## src/rtl/irtc_pkg.sv

```systemverilog
// constants, register map and state layout of the timecode controller
// Behaviour
// - selecting level-shift input disables the AM input; clearing it with the slave enabled restores it, reset leaves it off
// - one chosen external pin is the level-shift input, termination per pin
// - offset tolerance flag uses 1 us for level-shift and 10 us for AM
// - each recovered second, capture clock-minus-PPS difference in nanoseconds
// - master enabled sends the clock time as a timecode frame every second
// - master disabled stops the timecode output at once
// - master status reads 1 while frames are sent, 0 otherwise
// - master reset clears every master setting, output type and pin included
// - control-bits register is read/write, low 18 bits, sent in the frame
// - leap hour readable back; extra second sent after 59:59 of that hour
// - slave enabled with valid input produces a PPS pulse
// - slave disable stops PPS, resets decoder, clears input type and pin
// - slave takes exactly one input, AM or one level-shift pin
package irtc_pkg;
    localparam int          CLK_PERIOD_NS = 10;
    localparam int          UNIT_NS       = 1000000;
    localparam int          UNIT_CYC_DEF  = UNIT_NS / CLK_PERIOD_NS;
    localparam int          UNIT_CNT_W    = 20;
    localparam int          NUM_PINS      = 12;
    localparam int          FRAME_BITS    = 100;
    localparam logic [3:0]  BIT_UNITS     = 4'hA;
    localparam logic [3:0]  ZERO_UNITS    = 4'h2;
    localparam logic [3:0]  ONE_UNITS     = 4'h5;
    localparam logic [3:0]  MARK_UNITS    = 4'h8;
    localparam logic [4:0]  ZERO_MAX      = 5'h3;
    localparam logic [4:0]  ONE_MAX       = 5'h6;
    localparam logic [4:0]  LOSS_UNITS    = 5'h14;
    localparam logic [29:0] NS_PER_SEC    = 30'h3B9ACA00;
    localparam logic [29:0] NS_HALF       = 30'h1DCD6500;
    localparam logic [31:0] TOL_DCLS_NS   = 32'h000003E8;
    localparam logic [31:0] TOL_AM_NS     = 32'h00002710;
    // frame field positions
    localparam int SEC_POS = 1;
    localparam int MIN_POS = 10;
    localparam int HR_POS  = 20;
    localparam int DAY_POS = 30;
    localparam int YR_POS  = 50;
    localparam int CB0_POS = 60;
    localparam int CB1_POS = 70;
    localparam logic [5:0] LEAP_SEC = 6'h3C;
    localparam logic [5:0] LAST_SM  = 6'h3B;
    // register offsets
    localparam logic [7:0] MCTRL_OFF  = 8'h00;
    localparam logic [7:0] CBITS_OFF  = 8'h04;
    localparam logic [7:0] LEAP_OFF   = 8'h08;
    localparam logic [7:0] SCTRL_OFF  = 8'h0C;
    localparam logic [7:0] SOFFS_OFF  = 8'h10;
    // control fields
    localparam int M_EN_BIT = 0;
    localparam int M_RST_BIT = 1;
    localparam int M_TYPE_LSB = 2;
    localparam int PIN_LSB = 4;
    localparam int M_BUSY_BIT = 8;
    localparam int S_EN_BIT = 0;
    localparam int S_DCLS_BIT = 1;
    localparam int S_TERM_BIT = 8;
    localparam int S_VALID_BIT = 16;
    localparam int S_TOL_BIT = 17;
    localparam int LEAP_DAY_LSB = 7;
    localparam int LEAP_HR_LSB = 16;
    localparam int LEAP_ARM_BIT = 31;
    localparam logic [1:0] TYPE_AM = 2'h1;
    localparam logic [1:0] TYPE_DCLS = 2'h2;

    typedef struct packed {
        logic                  m_en;
        logic [1:0]            m_type;
        logic [3:0]            m_pin;
        logic [17:0]           cbits;
        logic [6:0]            leap_year;
        logic [8:0]            leap_day;
        logic [4:0]            leap_hour;
        logic                  leap_arm;
        logic                  leap_hold;
        logic                  m_run;
        logic [UNIT_CNT_W-1:0] m_div;
        logic [3:0]            m_unit;
        logic [6:0]            m_bit;
        logic [99:0]           frame;
        logic                  m_lvl;
        logic                  s_en;
        logic                  s_dcls;
        logic [3:0]            s_pin;
        logic                  s_term;
        logic                  s_prev;
        logic [UNIT_CNT_W-1:0] s_div;
        logic [4:0]            s_units;
        logic [4:0]            s_idle;
        logic                  s_last_mk;
        logic                  s_valid;
        logic                  s_pps;
        logic [29:0]           edge_ns;
        logic [31:0]           offs;
        logic [31:0]           rdata;
    } irtc_state_s;
endpackage : irtc_pkg

```

## src/rtl/irtc_ctrl.sv

```systemverilog
// timecode master encoder, slave decoder and register file
module irtc_ctrl #(
    parameter logic [irtc_pkg::UNIT_CNT_W-1:0] UNIT_CYC =
        irtc_pkg::UNIT_CNT_W'(irtc_pkg::UNIT_CYC_DEF)
) (
    input  wire logic                          sys_clk,
    input  wire logic                          resetn,
    input  wire logic [7:0]                    reg_addr,
    input  wire logic                          reg_wr,
    input  wire logic                          reg_rd,
    input  wire logic [31:0]                   reg_wdata,
    output logic      [31:0]                   reg_rdata,
    input  wire logic                          posix_pps,
    input  wire logic [29:0]                   posix_ns,
    input  wire logic [5:0]                    tod_sec,
    input  wire logic [5:0]                    tod_min,
    input  wire logic [4:0]                    tod_hour,
    input  wire logic [8:0]                    tod_yday,
    input  wire logic [6:0]                    tod_year,
    output logic                               tc_am_high,
    output logic                               tc_am_out_en,
    output logic                               master_busy,
    input  wire logic                          am_env_in,
    output logic                               am_in_en,
    input  wire logic [irtc_pkg::NUM_PINS-1:0] ext_gp_pin_n_in,
    output logic      [irtc_pkg::NUM_PINS-1:0] ext_gp_pin_n_out,
    output logic      [irtc_pkg::NUM_PINS-1:0] ext_gp_pin_n_oe,
    output logic      [irtc_pkg::NUM_PINS-1:0] ext_gp_pin_n_term,
    output logic                               irig_pps,
    output logic                               sync_in_tol
);
    import irtc_pkg::*;

    irtc_state_s r;
    irtc_state_s next_r;

    function automatic logic [11:0] to_bcd(input logic [8:0] v);
        logic [8:0] h;
        logic [8:0] t;
        h = v / 9'd100;
        t = (v - h * 9'd100) / 9'd10;
        return {h[3:0], t[3:0], 4'(v - h * 9'd100 - t * 9'd10)};
    endfunction : to_bcd

    function automatic logic [99:0] build_frame(input logic [5:0] s,
        input logic [5:0] m, input logic [4:0] h, input logic [8:0] d,
        input logic [6:0] y, input logic [17:0] cb);
        logic [99:0] f;
        logic [11:0] b;
        f = '0;
        b = to_bcd({3'h0, s});
        f[SEC_POS+:4] = b[3:0];
        f[SEC_POS+5+:3] = b[6:4];
        b = to_bcd({3'h0, m});
        f[MIN_POS+:4] = b[3:0];
        f[MIN_POS+5+:3] = b[6:4];
        b = to_bcd({4'h0, h});
        f[HR_POS+:4] = b[3:0];
        f[HR_POS+5+:2] = b[5:4];
        b = to_bcd(d);
        f[DAY_POS+:4] = b[3:0];
        f[DAY_POS+5+:4] = b[7:4];
        f[DAY_POS+10+:2] = b[9:8];
        b = to_bcd({2'h0, y});
        f[YR_POS+:4] = b[3:0];
        f[YR_POS+5+:4] = b[7:4];
        f[CB0_POS+:9] = cb[8:0];
        f[CB1_POS+:9] = cb[17:9];
        return f;
    endfunction : build_frame

    function automatic logic [3:0] sym_units(input logic [6:0] idx,
        input logic [99:0] f);
        if (idx == 7'h0 || idx % 7'd10 == 7'd9) begin
            return MARK_UNITS;
        end
        return f[idx] ? ONE_UNITS : ZERO_UNITS;
    endfunction : sym_units

    function automatic logic [31:0] abs32(input logic [31:0] v);
        return v[31] ? 32'(-v) : v;
    endfunction : abs32

    logic        wr_mctrl;
    logic        wr_sctrl;
    logic        src;
    logic        frame_end;
    logic [31:0] diff;
    logic [31:0] tol;

    always_comb begin
        next_r = r;
        wr_mctrl = reg_wr && reg_addr == MCTRL_OFF;
        wr_sctrl = reg_wr && reg_addr == SCTRL_OFF;
        frame_end = 1'b0;
        src = r.s_dcls ? (r.s_pin < 4'(NUM_PINS) ?
              ext_gp_pin_n_in[r.s_pin] : 1'b0) : am_env_in;
        diff = r.edge_ns >= NS_HALF ?
               32'(r.edge_ns) - 32'(NS_PER_SEC) : 32'(r.edge_ns);
        if (r.m_en && posix_pps) begin
            next_r.m_run = 1'b1;
            next_r.m_div = '0;
            next_r.m_unit = '0;
            next_r.m_bit = '0;
            if (r.leap_hold) begin
                next_r.frame = r.frame;
                next_r.frame[SEC_POS+:4] = 4'h0;
                next_r.frame[SEC_POS+5+:3] = 3'h6;
                next_r.leap_hold = 1'b0;
                next_r.leap_arm = 1'b0;
            end else begin
                next_r.frame = build_frame(tod_sec, tod_min, tod_hour,
                                           tod_yday, tod_year, r.cbits);
                next_r.leap_hold = r.leap_arm && tod_sec == LAST_SM &&
                    tod_min == LAST_SM && tod_hour == r.leap_hour &&
                    tod_yday == r.leap_day && tod_year == r.leap_year;
            end
        end else if (r.m_run) begin
            next_r.m_div = r.m_div + 1'b1;
            if (r.m_div == UNIT_CYC - 1'b1) begin
                next_r.m_div = '0;
                next_r.m_unit = r.m_unit + 1'b1;
                if (r.m_unit == BIT_UNITS - 1'b1) begin
                    next_r.m_unit = '0;
                    next_r.m_bit = r.m_bit + 1'b1;
                    frame_end = r.m_bit == 7'(FRAME_BITS - 1);
                end
            end
        end
        if (frame_end) begin
            next_r.m_run = 1'b0;
        end
        next_r.m_lvl = r.m_run && r.m_unit < sym_units(r.m_bit, r.frame);
        // slave decoder
        next_r.s_pps = 1'b0;
        next_r.s_prev = src;
        if (r.s_en) begin
            next_r.s_div = r.s_div + 1'b1;
            if (r.s_div == UNIT_CYC - 1'b1) begin
                next_r.s_div = '0;
                if (src && r.s_units != '1) begin
                    next_r.s_units = r.s_units + 1'b1;
                end
                if (r.s_idle == LOSS_UNITS) begin
                    next_r.s_valid = 1'b0;
                    next_r.s_last_mk = 1'b0;
                end else begin
                    next_r.s_idle = r.s_idle + 1'b1;
                end
            end
            if (src && !r.s_prev) begin
                next_r.s_div = '0;
                next_r.s_units = '0;
                next_r.s_idle = '0;
                next_r.edge_ns = posix_ns;
            end
            if (!src && r.s_prev) begin
                next_r.s_last_mk = r.s_units > ONE_MAX;
                if (r.s_units > ONE_MAX && r.s_last_mk) begin
                    next_r.s_valid = 1'b1;
                    next_r.s_pps = 1'b1;
                    next_r.offs = diff;
                end
            end
        end
        // register writes
        if (wr_mctrl) begin
            if (reg_wdata[M_RST_BIT]) begin
                next_r.m_en = 1'b0;
                next_r.m_type = '0;
                next_r.m_pin = '0;
                next_r.cbits = '0;
                next_r.leap_year = '0;
                next_r.leap_day = '0;
                next_r.leap_hour = '0;
                next_r.leap_arm = 1'b0;
                next_r.leap_hold = 1'b0;
            end else begin
                next_r.m_en = reg_wdata[M_EN_BIT];
                next_r.m_type = reg_wdata[M_TYPE_LSB+:2];
                next_r.m_pin = reg_wdata[PIN_LSB+:4];
            end
        end
        if (wr_mctrl && !next_r.m_en) begin
            next_r.m_run = 1'b0;
            next_r.m_lvl = 1'b0;
        end
        if (reg_wr && reg_addr == CBITS_OFF) begin
            next_r.cbits = reg_wdata[17:0];
        end
        if (reg_wr && reg_addr == LEAP_OFF) begin
            next_r.leap_year = reg_wdata[6:0];
            next_r.leap_day = reg_wdata[LEAP_DAY_LSB+:9];
            next_r.leap_hour = reg_wdata[LEAP_HR_LSB+:5];
            next_r.leap_arm = reg_wdata[LEAP_ARM_BIT];
        end
        if (wr_sctrl) begin
            next_r.s_en = reg_wdata[S_EN_BIT];
            next_r.s_dcls = reg_wdata[S_DCLS_BIT];
            next_r.s_pin = reg_wdata[PIN_LSB+:4];
            next_r.s_term = reg_wdata[S_TERM_BIT];
            if (!reg_wdata[S_EN_BIT]) begin
                next_r.s_dcls = 1'b0;
                next_r.s_pin = '0;
                next_r.s_term = 1'b0;
                next_r.s_valid = 1'b0;
                next_r.s_last_mk = 1'b0;
                next_r.s_pps = 1'b0;
                next_r.s_div = '0;
                next_r.s_units = '0;
                next_r.s_idle = '0;
            end
        end
        next_r.rdata = '0;
        if (reg_rd) begin
            unique case (reg_addr)
                MCTRL_OFF: next_r.rdata = 32'({r.m_run, r.m_pin,
                                               r.m_type, 1'b0, r.m_en});
                CBITS_OFF: next_r.rdata = 32'(r.cbits);
                LEAP_OFF:  next_r.rdata = {r.leap_arm, 10'h0, r.leap_hour,
                                           r.leap_day, r.leap_year};
                SCTRL_OFF: next_r.rdata = 32'({sync_in_tol, r.s_valid,
                    7'h0, r.s_term, r.s_pin, 2'h0, r.s_dcls, r.s_en});
                SOFFS_OFF: next_r.rdata = r.offs;
                default:   next_r.rdata = '0;
            endcase
        end
    end

    always_ff @(posedge sys_clk or negedge resetn) begin
        if (!resetn) begin
            r <= '0;
        end else begin
            r <= next_r;
        end
    end

    assign master_busy = r.m_run;
    assign reg_rdata = r.rdata;
    assign tc_am_high = r.m_lvl;
    assign tc_am_out_en = r.m_run && r.m_type[0];
    assign am_in_en = r.s_en && !r.s_dcls;
    assign ext_gp_pin_n_out = {NUM_PINS{r.m_lvl}};
    assign ext_gp_pin_n_oe = (r.m_run && r.m_type[1]) ?
        NUM_PINS'(1) << r.m_pin : '0;
    assign ext_gp_pin_n_term = (r.s_en && r.s_dcls && r.s_term) ?
        NUM_PINS'(1) << r.s_pin : '0;
    assign irig_pps = r.s_pps;
    assign tol = r.s_dcls ? TOL_DCLS_NS : TOL_AM_NS;
    assign sync_in_tol = r.s_valid && abs32(r.offs) <= tol;

    a_am_gated: assert property (@(posedge sys_clk)
        disable iff (!resetn) r.s_dcls |-> !am_in_en)
        else $error("am input on with dcls");
    a_frame_start: assert property (@(posedge sys_clk)
        disable iff (!resetn) $rose(r.m_run) |-> $past(posix_pps && r.m_en))
        else $error("frame started without pps");
    a_master_stop: assert property (@(posedge sys_clk)
        disable iff (!resetn) (wr_mctrl && !reg_wdata[M_EN_BIT]) |=>
        !master_busy && !tc_am_high) else $error("master kept sending");
    a_master_reset: assert property (@(posedge sys_clk)
        disable iff (!resetn) (wr_mctrl && reg_wdata[M_RST_BIT]) |=>
        r.m_type == 2'h0 && r.m_pin == 4'h0 && r.cbits == 18'h0 && !r.m_en)
        else $error("master reset left settings");
    a_cbits_store: assert property (@(posedge sys_clk)
        disable iff (!resetn) (reg_wr && reg_addr == CBITS_OFF) ##1
        (reg_rd && reg_addr == CBITS_OFF) |=>
        reg_rdata == 32'($past(reg_wdata[17:0], 2)))
        else $error("control bits readback wrong");
    a_leap_sixty: assert property (@(posedge sys_clk)
        disable iff (!resetn) (r.leap_hold && r.m_en && posix_pps) |=>
        r.frame[SEC_POS+5+:3] == 3'h6 && r.frame[SEC_POS+:4] == 4'h0)
        else $error("leap second not sent as 60");
    a_pps_valid: assert property (@(posedge sys_clk)
        disable iff (!resetn) irig_pps |-> r.s_en && r.s_valid &&
        $past(r.s_prev) && !$past(src)) else $error("pps without valid input");
    a_slave_clear: assert property (@(posedge sys_clk)
        disable iff (!resetn) (wr_sctrl && !reg_wdata[S_EN_BIT]) |=>
        !r.s_dcls && r.s_pin == 4'h0 && !r.s_valid ##1 !irig_pps)
        else $error("slave disable left state");
    a_offs_update: assert property (@(posedge sys_clk)
        disable iff (!resetn) $changed(r.offs) |-> irig_pps)
        else $error("offset changed outside pps");
endmodule : irtc_ctrl

```

## config.mk

```make
export PLATFORM = sky130hd
export DESIGN_NAME = irtc_ctrl
export DESIGN_NICKNAME = d
export VERILOG_FILES = /design/src/rtl/irtc_pkg.sv /design/src/rtl/irtc_ctrl.sv
export SDC_FILE = /design/constraint.sdc
export NUM_CORES = 1
export LEC_CHECK = 0
export ABC_AREA = 1
export BUFFER_PORTS_ARGS = -buffer_cell sky130_fd_sc_hd__buf_2
export CORE_MARGIN = 2
export CORE_UTILIZATION = 59
export CTS_CLUSTER_DIAMETER = 120
export DETAILED_ROUTE_END_ITERATION = 10
export PLACE_DENSITY = 0.86
export SYNTH_ARGS = -nofsm -noshare
export SYNTH_HDL_FRONTEND = slang
export SYNTH_SLANG_ARGS = --single-unit
```

## constraint.sdc

```tcl
create_clock -name sys_clk -period 4.3 [get_ports sys_clk]
set_input_delay 0 -clock sys_clk [delete_from_list [all_inputs] [get_ports sys_clk]]
set_output_delay 0 -clock sys_clk [all_outputs]
set_load 0.01 [all_outputs]
```

==> qor.yml <==
synth_common_cells: "426 x nand2_1, 356 x inv_1, 271 x dfrtp_1"
cp_max_fo: 5
status: "finished, violations left"
finalSetupViolations: 6
core-area_um2: 28600
pin_count: 195
rows: 62
tritoncts: "yes"
area_delta_synth_final_pct: 23.6
grt_max_degree: 120
power.density_nw_per_um2: 514
worstPathRequired_ns: 4.74
syn_nets: 2466
syn_inst: 2288
routed_wl_um: 52300
synth_top_area_frac: 0.397
fmax_mhz: 189
path_clk_slew_ns: 0.06
worstPathArrival_ns: 5.73
die_x_um: 174
end_kind: "register"
async_reset_ff_frac: 1.00
via_per_inst: 5.84
yosys.area.top_type: "dfrtp_1"
die_h_um: 174
worst_setup_path_start_kind: "input pin"
finalHoldViolCount: 0
maxCapViolCount: 0
gp_congestion: 0.952
synthFlopType: "dfrtp_1"
routedWlPerCell_um: 17.4
ant_nets: 0
power_mw: 10.8
grt_pass1_vias: 17000
tns_ns: -4.02
rsz0062_at_grt: "true"
ys_seq_area_frac: 0.397
tightest_slew_ns: 1.15
finalWorstSetupSlack_ns: -0.992
period_minus_slack_ns: 5.29
vias: 17600
grt_first_pass_wirelength_um: 83700
yosysMostFrequentCell: "nand2_1"
syn_area_per_cell_um2: 7.46
peakVddDrop_uv: 515
cts.sinks: 271
crit_path_top_delay_cell: "fa_2"
cts_root_buf: "clkbuf_16"
port_buffers: 184
drive_gt1_frac: 0.191
first_pass_iters: 6
syn_area_um2: 17100
clock_latency_ns: 0.56
period_share: 1.23
ys_types: 68
antenna_found_initial: 2
yosys_register_bits: 271
route.detailed.drc: 0
grtUsageTotal: 0.337
cts_made_buffers: 29
clock_skew_ns: 0.0143
nNetsFinal: 2783
ys_warn_count: 0
die_area_um2: 30300
worstHoldPathType: "input pin to register"
dpl.hpwl_um: 35900
yosys-top-cells-area: "dfrtp_1 40%, nand2_1 9.4%, inv_1 7.8%"
violations: "setup timing"
synth_edf_count: 0
clockBufferDepth: 3
start_util: 0.597
drv_slew: 0
path_class: "input pin to register"
power_leakage_nw: 10.6
drt_iter0_drc: 1794
gr-total-overflow: 0
relSlewSlack: 0.233
htreeDepth: 1
max_stage_delay_ns: 0.36
## critical path: cells and delay by family
kind,cells,cell delay [ns]
compound gates,5,0.66
xor+xnor,1,0.16
fa+ha+maj,6,1.28
buf+inv,14,0.80
simple gates,33,2.80
## state kept, by name, summed over array words and instances (netlist names)
| signal | cells |
|---|---|
| r | 236 |
| reg_rdata | 32 |
| irig_pps | 1 |
| master_busy | 1 |
| tc_am_high | 1 |
## report_power, final
| group | internal, mW | leakage, nW | switching (mW) |
|---|---|---|---|
| registers | 2.93 | 3.20 | 0.312 |
| logic | 2.37 | 6.96 | 2.83 |
| clock network | 1.40 | 0.444 | 1.00 |
| total | 6.71 | 10.6 | 4.14 |
## stage by stage
step | area, um^2 | utilization | instances | setup slack [ns] | hold WS [ns]
3_3_place_gp | 18800 | 0.658 | 2845 | -1.34 | 0.133
3_5_place_dp | 18800 | 0.658 | 2845 | -1.64 | 0.141
4_1_cts | 20900 | 0.729 | 2994 | -0.772 | 0.00486
5_1_grt | 21100 | 0.737 | 3008 | -1.44 | 0.0715
2_1_floorplan | 17300 | - | 2288 | -1.06 | -0.296
6_report | 21100 | 0.737 | 3010 | -0.992 | 0.0198
## layout by cell type (no fill, tap or decap), types with 10 or more instances in the layout
master         count
nor2_1           228
o22ai_1           79
nand2_1          398
nand3_1           96
nor3_1            56
mux2_2            12
nand2_4           14
buf_4            119
nor4_1            21
dfrtp_1          271
clkbuf_8          10
clkbuf_16         29
o21ai_1           10
dlygate4sd3_1     77
xor2_1            67
nand3_2           15
nand2_2           32
o21ai_0          149
a31oi_1           13
inv_1            342
inv_2             19
a221oi_1          13
a21oi_1          109
ha_1              44
nand4_1           46
buf_2            180
## kinds of logic after synthesis
kind of cell | share of synthesized area
AO/OA/AOI/OAI | 0.151
XOR/XNOR | 0.0395
adder cells (fa/ha/maj) | 0.0444
buffers and inverters | 0.115
flip-flops | 0.397
multiplexers | 0.00909
other | 0.000440
AND/OR/NAND/NOR | 0.244
## cell type report
| class | instances | area [um^2] |
|---|---|---|
| multi-input cells | 1541 | 8770 |
| diodes | 3 | 7.51 |
| inverters | 375 | 1450 |
| repair buffers | 387 | 2710 |
| clock inverters | 1 | 8.76 |
| flip-flops and latches | 271 | 6780 |
| fillers | 2024 | 7520 |
| clock buffers | 48 | 897 |
| well taps | 384 | 480 |
## worst paths after layout
path | start | endpoint | slack [ns] | cells past startpoint
setup / recovery | tod_yday[6] | r[169]$_DFFE_PN0P_ | -0.99 | 59
hold / removal | tod_hour[1] | r[157]$_DFFE_PN0P_ | 0.02 | 4
hold reg to reg | r[146]$_DFFE_PN0P_ | r[146]$_DFFE_PN0P_ | 0.48 | 2
setup reg to reg | r[240]$_DFFE_PN0P_ | tc_am_high$_DFF_PN0_ | 0.45 | 20
min in group asynchronous | resetn | r[173]$_DFFE_PN0P_ | 0.09 | 2
max in group asynchronous | resetn | r[84]$_DFFE_PN0P_ | 3.08 | 3
## layer usage
layer	part of all wire	wire length (um)	global-route usage	vias to the layer above
li1	-	-	-	8154
met1	0.38	19800	0.408	8303
met2	0.49	25500	0.588	922
met3	0.078	4070	0.0468	213
met4	0.057	2980	0.176	0
met5	0	0	0	-
## what timing repair did
item / 4_1_cts / 5_1_grt
hold buffers: 77 / 0
setup endpoints to repair: 6 / 8
hold endpoints to repair: 225 / 0
buffers inserted: 24 / 13
pin swaps: 36 / 30
resized for setup: 44 / 37
No activity file was read; power rests on OpenSTA's default activity.
